--- src/common/tocr_pkg.sv ---
// Shared constants and carrier types for the timing output channel router
package tocr_pkg;

    // ------------------------------------------------------------------
    // Widths and counts
    // ------------------------------------------------------------------
    localparam int TOCR_CHANNELS = 16;
    localparam int TOCR_OUTPUTS = 4;
    localparam int TOCR_SEL_W = 4;

    // ------------------------------------------------------------------
    // Reset values
    // ------------------------------------------------------------------
    localparam logic TOCR_MODE_RESET = 1'h0;
    localparam logic [15:0] TOCR_MAP_RESET = 16'h3210;
    localparam logic [15:0] TOCR_DISP_RESET = 16'h3210;

    // ------------------------------------------------------------------
    // Types
    // ------------------------------------------------------------------
    typedef enum logic {
        TOCR_DISPLAY_LINKED,
        TOCR_FIXED
    } tocr_mode_t;

    // One mapping command: digit k targets output k; keep_k means "-"
    typedef struct packed {
        logic [TOCR_OUTPUTS-1:0] keep;
        logic [TOCR_OUTPUTS*TOCR_SEL_W-1:0] digits;
    } tocr_map_cmd_t;

endpackage : tocr_pkg

--- src/hdl/tocr_slot.sv ---
// One timing output slot: channel selector and sixteen-to-one mux
`timescale 1ns/1ps
`default_nettype none
module tocr_slot
    import tocr_pkg::*;
(
    // Clock and reset
    input wire logic ref_clk,
    input wire logic rst,
    // Selection
    input wire logic fixed_mode,
    input wire logic [3:0] reset_sel,
    input wire logic [3:0] display_sel,
    input wire logic [3:0] cmd_sel,
    input wire logic cmd_valid,
    // Channel signals
    input wire logic [15:0] chan_timing,
    input wire logic [15:0] chan_moving,
    // Result
    output logic [3:0] fixed_sel,
    output logic pending,
    output logic timing_out
);

    typedef struct packed {
        logic [3:0] sel;
        logic [3:0] want;
        logic pend;
        logic out;
    } tocr_slot_state_t;

    tocr_slot_state_t s_q, s_d;

    // ------------------------------------------------------------------
    // Next state
    // ------------------------------------------------------------------
    always_comb begin
        s_d = s_q;
        if (cmd_valid) begin
            s_d.want = cmd_sel;
            s_d.pend = 1'b1;
        end
        // Both old and new channel must be stopped
        if (s_d.pend && !chan_moving[s_q.sel] && !chan_moving[s_d.want]) begin
            s_d.sel = s_d.want;
            s_d.pend = 1'b0;
        end
        if (fixed_mode) begin
            s_d.out = chan_timing[s_q.sel];
        end else begin
            s_d.out = chan_timing[display_sel];
        end
    end

    always_ff @(posedge ref_clk) begin
        if (rst) begin
            s_q <= '{sel: reset_sel, want: reset_sel, pend: 1'b0, out: 1'b0};
        end else begin
            s_q <= s_d;
        end
    end

    // Selector holds its reset channel until the first applied remap
    assign fixed_sel = s_q.sel;
    assign pending = s_q.pend;
    assign timing_out = s_q.out;

    // ------------------------------------------------------------------
    // Checks
    // ------------------------------------------------------------------
    property p_slot_fixed_out;
        @(posedge ref_clk) disable iff (rst)
        fixed_mode |=> timing_out == $past(chan_timing[s_q.sel]);
    endproperty
    a_slot_fixed_out: assert property (p_slot_fixed_out)
        else $error("fixed output does not follow its channel");

    property p_slot_hold_moving;
        @(posedge ref_clk) disable iff (rst)
        chan_moving[s_q.sel] |=> s_q.sel == $past(s_q.sel);
    endproperty
    a_slot_hold_moving: assert property (p_slot_hold_moving)
        else $error("selector changed while old channel moved");

endmodule // tocr_slot
`default_nettype wire

--- src/hdl/timing_output_channel_router.sv ---
// Timing output channel router: sixteen channels onto four timing pins
// What this block does
// - Two routing modes, display-linked or fixed, chosen by host command.
// - Display-linked: each output follows the channel shown at its place.
// - Fixed: each output carries its assigned channel even if not shown.
// - Mode change is applied only when all channel motors are stopped.
// - A dash digit leaves that output's assignment unchanged.
// - Remap applies only when old and new channel are both stopped.
// - Stored mapping readable always; affects outputs only in fixed mode.
// - Mapping readback is four channel digits, first output to fourth.
// - Active routing mode is reported on request.
// - Fixed mode: display channel may change without touching routing.
`timescale 1ns/1ps
`default_nettype none
module timing_output_channel_router
    import tocr_pkg::*;
#(
    // Sizes; the logic serves only the defaults
    parameter int CHANNELS = TOCR_CHANNELS,
    parameter int OUTPUTS = TOCR_OUTPUTS,
    parameter int SEL_W = TOCR_SEL_W
)
(
    // Clock and reset
    input wire logic ref_clk,
    input wire logic rst,
    // Channel status
    input wire logic [15:0] chan_timing,
    input wire logic [15:0] chan_moving,
    // Display positions, channel number shown at each place
    input wire logic [15:0] display_map,
    // Host commands
    input wire logic route_mode_command,
    input wire logic route_mode_fixed,
    input wire logic route_map_command,
    input wire tocr_map_cmd_t route_map_arg,
    // Readback
    output logic fixed_mode_active,
    output logic mode_pending,
    output logic [15:0] route_map_readback,
    output logic map_pending,
    // Timing pins
    output logic timing_out_a,
    output logic timing_out_b,
    output logic timing_out_c,
    output logic timing_out_d
);

    typedef struct packed {
        tocr_mode_t mode;
        tocr_mode_t want;
        logic pend;
        logic [15:0] map_rb;
        logic map_pend;
        logic [3:0] outs;
        logic fixed;
    } tocr_state_t;

    tocr_state_t s_q, s_d;

    logic [3:0] slot_out;
    logic [3:0] slot_pend;
    logic [3:0] slot_cmd;
    logic [15:0] slot_sel;

    // ------------------------------------------------------------------
    // Size check
    // ------------------------------------------------------------------
    // Port widths and slots are built for sixteen channels on four pins
    if (CHANNELS != TOCR_CHANNELS || OUTPUTS != TOCR_OUTPUTS ||
            SEL_W != TOCR_SEL_W) begin : g_bad_size
        $error("router serves only sixteen channels on four pins");
    end

    // ------------------------------------------------------------------
    // Per-output slots
    // ------------------------------------------------------------------
    genvar g;
    generate
        for (g = 0; g < OUTPUTS; g++) begin : g_slot
            // A dash keeps the old digit; no request raised for it
            assign slot_cmd[g] = route_map_command && !route_map_arg.keep[g];
            tocr_slot u_slot (
                .ref_clk(ref_clk),
                .rst(rst),
                .fixed_mode(s_q.mode == TOCR_FIXED),
                .reset_sel(TOCR_MAP_RESET[g*4 +: 4]),
                .display_sel(display_map[g*4 +: 4]),
                .cmd_sel(route_map_arg.digits[g*4 +: 4]),
                .cmd_valid(slot_cmd[g]),
                .chan_timing(chan_timing),
                .chan_moving(chan_moving),
                .fixed_sel(slot_sel[g*4 +: 4]),
                .pending(slot_pend[g]),
                .timing_out(slot_out[g])
            );
        end
    endgenerate

    // ------------------------------------------------------------------
    // Mode control and readback
    // ------------------------------------------------------------------
    always_comb begin
        s_d = s_q;
        if (route_mode_command) begin
            s_d.want = route_mode_fixed ? TOCR_FIXED : TOCR_DISPLAY_LINKED;
            s_d.pend = 1'b1;
        end
        if (s_d.pend && chan_moving == 16'h0000) begin
            s_d.mode = s_d.want;
            s_d.pend = 1'b0;
        end
        s_d.map_rb = slot_sel;
        s_d.map_pend = |slot_pend;
        s_d.outs = slot_out;
        s_d.fixed = (s_q.mode == TOCR_FIXED);
    end

    always_ff @(posedge ref_clk) begin
        if (rst) begin
            s_q <= '{mode: tocr_mode_t'(TOCR_MODE_RESET),
                     want: tocr_mode_t'(TOCR_MODE_RESET),
                     pend: 1'b0, map_rb: TOCR_MAP_RESET, map_pend: 1'b0,
                     outs: 4'h0, fixed: TOCR_MODE_RESET};
        end else begin
            s_q <= s_d;
        end
    end

    assign fixed_mode_active = s_q.fixed;
    assign mode_pending = s_q.pend;
    assign route_map_readback = s_q.map_rb;
    assign map_pending = s_q.map_pend;
    assign timing_out_a = s_q.outs[0];
    assign timing_out_b = s_q.outs[1];
    assign timing_out_c = s_q.outs[2];
    assign timing_out_d = s_q.outs[3];

    // ------------------------------------------------------------------
    // Checks
    // ------------------------------------------------------------------
    property p_mode_hold;
        @(posedge ref_clk) disable iff (rst)
        chan_moving != 16'h0000 |=> s_q.mode == $past(s_q.mode);
    endproperty
    a_mode_hold: assert property (p_mode_hold)
        else $error("mode changed while a motor moved");

    property p_mode_apply;
        @(posedge ref_clk) disable iff (rst)
        route_mode_command && route_mode_fixed && chan_moving == 16'h0000
        |=> s_q.mode == TOCR_FIXED ##1 fixed_mode_active;
    endproperty
    a_mode_apply: assert property (p_mode_apply)
        else $error("fixed mode not applied when stopped");

    property p_linked_out;
        @(posedge ref_clk) disable iff (rst)
        s_q.mode == TOCR_DISPLAY_LINKED && $stable(s_q.mode)
        |=> ##1 timing_out_a == $past(chan_timing[display_map[3:0]], 2);
    endproperty
    a_linked_out: assert property (p_linked_out)
        else $error("linked output does not follow display");

    property p_dash_keep;
        @(posedge ref_clk) disable iff (rst)
        route_map_command && route_map_arg.keep[0] && !slot_pend[0]
        |=> slot_sel[3:0] == $past(slot_sel[3:0]);
    endproperty
    a_dash_keep: assert property (p_dash_keep)
        else $error("dash digit changed assignment");

    property p_map_apply;
        @(posedge ref_clk) disable iff (rst)
        route_map_command && !route_map_arg.keep[1] && chan_moving == 16'h0000
        ##1 chan_moving == 16'h0000 && !route_map_command
        |=> slot_sel[7:4] == $past(route_map_arg.digits[7:4], 2) ##1
            route_map_readback[7:4] == $past(route_map_arg.digits[7:4], 3);
    endproperty
    a_map_apply: assert property (p_map_apply)
        else $error("remap not applied at first stopped cycle");

    property p_mode_wait_moving;
        @(posedge ref_clk) disable iff (rst)
        route_mode_command && chan_moving != 16'h0000
        |=> mode_pending;
    endproperty
    a_mode_wait_moving: assert property (p_mode_wait_moving)
        else $error("mode request not held while a motor moved");

    property p_mode_linked_apply;
        @(posedge ref_clk) disable iff (rst)
        route_mode_command && !route_mode_fixed && chan_moving == 16'h0000
        |=> s_q.mode == TOCR_DISPLAY_LINKED ##1 !fixed_mode_active;
    endproperty
    a_mode_linked_apply: assert property (p_mode_linked_apply)
        else $error("linked mode not applied when stopped");

    property p_fixed_out_d;
        @(posedge ref_clk) disable iff (rst)
        s_q.mode == TOCR_FIXED
        |=> ##1 timing_out_d == $past(chan_timing[slot_sel[15:12]], 2);
    endproperty
    a_fixed_out_d: assert property (p_fixed_out_d)
        else $error("fixed output d does not follow its channel");

    property p_readback_a;
        @(posedge ref_clk) disable iff (rst)
        route_map_command && !route_map_arg.keep[0] && chan_moving == 16'h0000
        |=> ##1 route_map_readback[3:0] == $past(route_map_arg.digits[3:0], 2);
    endproperty
    a_readback_a: assert property (p_readback_a)
        else $error("readback of output a not updated");

    c_to_fixed: cover property (@(posedge ref_clk) disable iff (rst)
        $rose(fixed_mode_active));
    c_to_linked: cover property (@(posedge ref_clk) disable iff (rst)
        $fell(fixed_mode_active));
    c_remap_fixed: cover property (@(posedge ref_clk) disable iff (rst)
        fixed_mode_active && $fell(map_pending));
    c_mode_wait: cover property (@(posedge ref_clk) disable iff (rst)
        mode_pending [*3]);
    c_map_wait: cover property (@(posedge ref_clk) disable iff (rst)
        $fell(map_pending));

endmodule // timing_output_channel_router
`default_nettype wire

--- config.mk ---
export PLATFORM = sky130hd
export DESIGN_NAME = timing_output_channel_router
export DESIGN_NICKNAME = d
export VERILOG_FILES = /design/src/common/tocr_pkg.sv /design/src/hdl/tocr_slot.sv /design/src/hdl/timing_output_channel_router.sv
export SDC_FILE = /design/constraint.sdc
export NUM_CORES = 1
export LEC_CHECK = 0
export ABC_AREA = 1
export BUFFER_PORTS_ARGS = -buffer_cell sky130_fd_sc_hd__clkbuf_2
export CAP_MARGIN = 20
export CORE_UTILIZATION = 60
export DETAILED_ROUTE_END_ITERATION = 12
export HOLD_SLACK_MARGIN = 0.15
export PLACE_DENSITY_LB_ADDON = 0.08
export SLEW_MARGIN = 40
export SYNTH_ARGS = -nofsm -noshare
export SYNTH_HDL_FRONTEND = slang
export SYNTH_HIERARCHICAL = 1
export SYNTH_SLANG_ARGS = --single-unit
--- constraint.sdc ---
create_clock -name ref_clk -period 4.88 [get_ports ref_clk]
set_clock_uncertainty 0.15 [all_clocks]
set_input_delay 0.976 -clock ref_clk [delete_from_list [all_inputs] [get_ports ref_clk]]
set_output_delay 0.976 -clock ref_clk [all_outputs]
set_load 0.02 [all_outputs]
# [After elaboration in Yosys (flattened, before gate mapping)]
# Index checks and enable logic that the tools add are counted.
[totals] regBits=65 in_bits=73 out_inout_bits=23 wordCells=109
[op_classes] n_lt_le_gt_ge=12 mux=42 n_reduce_logical=32
[op_table] cell="$bmux 1 s4" count=16
[op_table] cell="$lt 4x5->1 const B" count=12
[op_table] cell="$mux 1" count=21
[op_table] cell="$mux 5" count=4
[op_table] cell="$logic_not 16->1" count=1
[op_table] cell="$logic_and 1x1->1" count=13
[op_table] cell="$logic_not 1->1" count=12
[op_table] cell="$reduce_or 2->1" count=5
[op_table] cell="$reduce_or 4->1" count=1
[op_table] cell="$mux 2" count=1

# [Logic depth before layout (Yosys ltp)]
[depth] ltp_word=8 mapped_depth=12 ltp_nobuf=12

# [Cells and area by module]
# Netlist, hierarchy kept.
[by_module_without_submodules] mod="tocr_slot" n_inst=4 cells_per_inst=195 area_each_um2=1089.8 seq_area_each_um2=240.2
[by_module_without_submodules] mod="timing_output_channel_router" n_inst=1 cells_per_inst=118 area_each_um2=945.9 seq_area_each_um2=500.5

# [Least setup slack after synthesis]
# No wires, ideal clock.
[synth_timing] kind="input-to-reg" from="input port route_map_command" to="register g_slot[0].u_slot.s_q (netlist bit g_slot[0].u_slot/fixed_sel[0]) (enable)" setup_time_ns=0.303 t_arrival_ns=2.124 required_ns=4.427 slack_ns=2.303 path_stages=10 path_buffers=0 cell_sequence="inv_1 nor2_1 nand2_1 nand2_2 nand2_1 nand3_1 nand3_1 nand3_1 nand3_1 nand2_2"
[synth_between] elab_chain_cells=6 elab_cells_between_ends=7 classes_between="3 x mux; 4 x reduce/logical"
[synth_rtl] item="start: declaration" line_no="timing_output_channel_router.sv:35" text="input wire logic route_map_command,"
[synth_rtl] item="$logic_and 1x1->1 *" line_no="timing_output_channel_router.sv:82" text="assign slot_cmd[g] = route_map_command && !route_map_arg.keep[g];"
[synth_rtl] item="net slot_cmd[0]" line_no="timing_output_channel_router.sv:63" text="logic [3:0] slot_cmd;"
[synth_rtl] item="$mux 5 *" line_no="tocr_slot.sv:39" text="if (cmd_valid) begin"
[synth_rtl] item="$bmux 1 s4" line_no="tocr_slot.sv:44" text="if (s_d.pend && !chan_moving[s_q.sel] && !chan_moving[s_d.want]) begin"
[synth_rtl] item="$mux 1 (not written as such)" line_no="tocr_slot.sv:44"
[synth_rtl] item="$logic_not 1->1" line_no="tocr_slot.sv:44"
[synth_rtl] item="$logic_and 1x1->1 *" line_no="tocr_slot.sv:44"
[synth_rtl] item="end signal: assignment" line_no="tocr_slot.sv:57" text="s_q <= '{sel: reset_sel, want: reset_sel, pend: 1'b0, out: 1'b0};"
[synth_rtl] item="end: declaration" line_no="tocr_slot.sv:32" text="tocr_slot_state_t s_q, s_d;"
# The timed path passes the listed nets; every way through them passes the cells marked *. The select of a mux whose other input is x is not followed.
# A chain may end at the register's enable or synchronous reset.

# [Final worst setup path]
[layout_timing] from="input port route_map_command" to="register g_slot[1].u_slot.s_q (netlist bit g_slot[1].u_slot/fixed_sel[1]) (enable)"
[layout_between] elab_chain_cells=6 elab_cells_between_ends=7 classes_between="3 x mux; 4 x reduce/logical"
[layout_rtl] item="$logic_and 1x1->1 *" line_no="timing_output_channel_router.sv:82"
[layout_rtl] item="net slot_cmd[1]" line_no="timing_output_channel_router.sv:63"
[layout_rtl] item="$mux 5 *" line_no="tocr_slot.sv:39"
[layout_rtl] item="$bmux 1 s4" line_no="tocr_slot.sv:44"
[layout_rtl] item="$mux 1 (not written as such)" line_no="tocr_slot.sv:44"
[layout_rtl] item="$logic_not 1->1" line_no="tocr_slot.sv:44"
[layout_rtl] item="$logic_and 1x1->1 *" line_no="tocr_slot.sv:44"
[layout_rtl] item="end signal: assignment" line_no="tocr_slot.sv:57"
[layout_rtl] item="end: declaration" line_no="tocr_slot.sv:32"
# Marks and branches as above.

==> reports/summary.txt <==
result of the run = completed
source-to-sink clock delay at the later pin of the worst-skew pair = 0.34 ns
reported max-cap violation count = 0
Setup Crit Path Kind = primary input to flop
number of hold buffers added after CTS = 0
finished layout cell area = 5822 um^2
commonest cells after routing, fill and taps aside = sky130_fd_sc_hd__nand2_1 (190), sky130_fd_sc_hd__inv_1 (154), sky130_fd_sc_hd__nand3_1 (128)
slew at the pin with the worst max-slew slack = 0.7926 ns
number of instances in the synthesized netlist = 898
Setup Total Neg Slack = 0 ns
GR Overflow Total = 0
wire length of the first global-routing pass = 25,250 um
share of the clock period used by the worst path after layout = 55.48%
clock-pin slew reported for the worst setup and hold paths after clock tree synthesis = 0.07 ns
# port buffers = 95
Max transition margin = 47.16%
Slew Limit Fails = 0
CTS Buffer Depth = 2
proportion of synthesized chip area in sequential cells = 27.55%
Leakage Power = 3.100 nW
HPWL after detailed placement = 11,910 um
Die Outline Area = 9222 um^2
category of the worst setup path capture point = flop
number of nets in the final layout = 1,038
initial antenna violation count = 0
post-layout min period = 2.707 ns
register bit total from synthesis = 65
number of optimization iterations in the first detailed-route pass = 5
most frequent standard cell in the layout excluding fill and tap cells = sky130_fd_sc_hd__nand2_1
setup repair after global routing missed its margin = no
top fanout value on the critical path = 8
1st-iter DRT viols = 380
num ports = 96
largest net degree at the start of global routing = 42
routability congestion estimate = 0.9814
met3 global-route usage = 7.267%
overall power after layout = 1.633 mW
worst hold margin = 0.2514 ns
met1 capacity usage during global routing = 43.66%
class of the tightest hold or removal check = flop to flop
Setup-failing EPs final = 0
number of post-CTS setup repair buffers = 0
number of fill cells in the layout = 771
Fin. Hold Viols = 0
ratio of cells with drive above 1 in the final layout = 15.15%
total via count in the routed design = 6,009
Gates resized, CTS repair = 0
Antenna Nets Post-Route = 0
DR DRC count = 0
met2 demand-to-capacity share in global routing = 60.22%
Syn Std Cell Area = 5305 um^2
VDD IR-drop max = 0.0001989 V
type of origin of the critical path = primary input
total detailed-routing wirelength = 16,180 um
post-place setup slack = 1.867 ns
required time at the endpoint of the critical path = 4.78 ns
Fmax = 0.3694 GHz
clock tree from TritonCTS = yes
WP data arrival = 2.60 ns
power per cell area = 280.6 nW/um^2
effective utilization at floorplan = 63.29%
global routing usage summed across all routing layers = 35.96%
clk sinks = 65
cell chosen for the clock root = sky130_fd_sc_hd__clkbuf_8
Diodes inserted = 0
number of core rows = 33
post-synthesis area per instance = 5.908 um^2
Worst Setup Slack, final = 2.173 ns
Area growth syn-to-layout = 9.740%
Chip Height = 96.03 um
Via density = 5.590
floorplan core area = 8382 um^2
clock buffer count from CTS = 9
number of H-tree levels = 3
Yosys cell types = 31
vias in the first global route = 5,608
Die W = 96.03 um
busiest layer in global routing = met2
routed length per placed instance = 15.05 um
placed standard-cell area = 5627 um^2
Synth Warn # = 6
-- power breakdown --
group	switching (mW)	total (mW)	internal (mW)	leakage, nW
clock network	0.227	0.462	0.235	0.0912
logic	0.319	0.492	0.172	2.44
registers	0.0707	0.680	0.609	0.569
-- worst max-delay path, stage by stage --
cell and delay, ns:
sky130_fd_sc_hd__clkbuf_2 0.07, sky130_fd_sc_hd__inv_1 0.12, sky130_fd_sc_hd__nor2_1 0.45, sky130_fd_sc_hd__nand2_1 0.20
sky130_fd_sc_hd__nand2_2 0.20, sky130_fd_sc_hd__nand2_1 0.08, sky130_fd_sc_hd__nand3_1 0.09, sky130_fd_sc_hd__nand3_1 0.09
sky130_fd_sc_hd__nand3_1 0.09, sky130_fd_sc_hd__nand3_1 0.10, sky130_fd_sc_hd__nand2_2 0.14
-- per-layer routing --
metal  routed length, um  part of all wire [%]
met3                1500                   9.3
met4                 575                   3.6
met5                   0                     0
met1                6574                    41
met2                7527                    47
-- area by class of cell --
cell class | instances | area (um^2) | area share [%]
well taps | 105 | 131.4 | 2.257
repair buffers | 96 | 483.0 | 8.296
clock buffers | 9 | 123.9 | 2.128
flip-flops and latches | 65 | 1461 | 25.10
multi-input cells | 627 | 2928 | 50.29
clock inverters | 7 | 71.32 | 1.225
inverters | 166 | 623.1 | 10.70
-- path summary, 6_finish.rpt --
| check | start | to | slack (ns) | depth (start not counted) |
|---|---|---|---|---|
| max | route_map_command | g_slot[1].u_slot/fixed_sel[1] | 2.17 | 11 |
| min | g_slot[1].u_slot/timing_out | timing_out_b | 0.25 | 2 |
| max reg2reg | g_slot[1].u_slot/fixed_sel[0] | g_slot[1].u_slot/fixed_sel[1] | 2.38 | 9 |
| min reg2reg | g_slot[1].u_slot/timing_out | timing_out_b | 0.25 | 2 |
-- through the flow --
step / instances / util [%]
5_1_grt: 1075 / 69.46
4_1_cts: 1075 / 69.46
2_1_floorplan: 912 / -
3_3_place_gp: 1059 / 67.13
3_5_place_dp: 1059 / 67.13
6_report: 1075 / 69.46
-- synth_stat cells, drive strengths merged --
cell / n / area, um^2
o22ai: 4 / 25.02
o221ai: 4 / 35.03
nor4: 1 / 6.260
nand2: 198 / 763.2
a211oi: 4 / 30.03
conb: 2 / 7.510
clkinv: 4 / 15.01
edfxtp: 16 / 480.5
or2: 16 / 100.1
o21ai: 85 / 440.4
a21oi: 28 / 140.1
o211ai: 24 / 180.2
nor2: 107 / 416.7
nand4: 1 / 6.260
nand3: 129 / 650.6
dfxtp: 49 / 980.9
o21bai: 8 / 60.06
nand3b: 1 / 7.510
and2: 1 / 6.260
buf: 54 / 345.3
inv: 162 / 608.1
-- registers in the layout, summed over array words and instances (netlist names), 4 cells and up --
signal                    cells
g_slot.u_slot/timing_out      4
route_map_readback           16
g_slot.u_slot/s_q            16
g_slot.u_slot/pending         4
g_slot.u_slot/fixed_sel      16
-- cell families after synthesis --
kind of cell / count (synthesis) / share of synthesized area [%]
compound gates: 157 / 17.17
flops: 65 / 27.55
other cells: 2 / 0.1416
buf+inv: 220 / 18.25
simple gates: 454 / 36.89
Power figures use the tool's default switching activity.
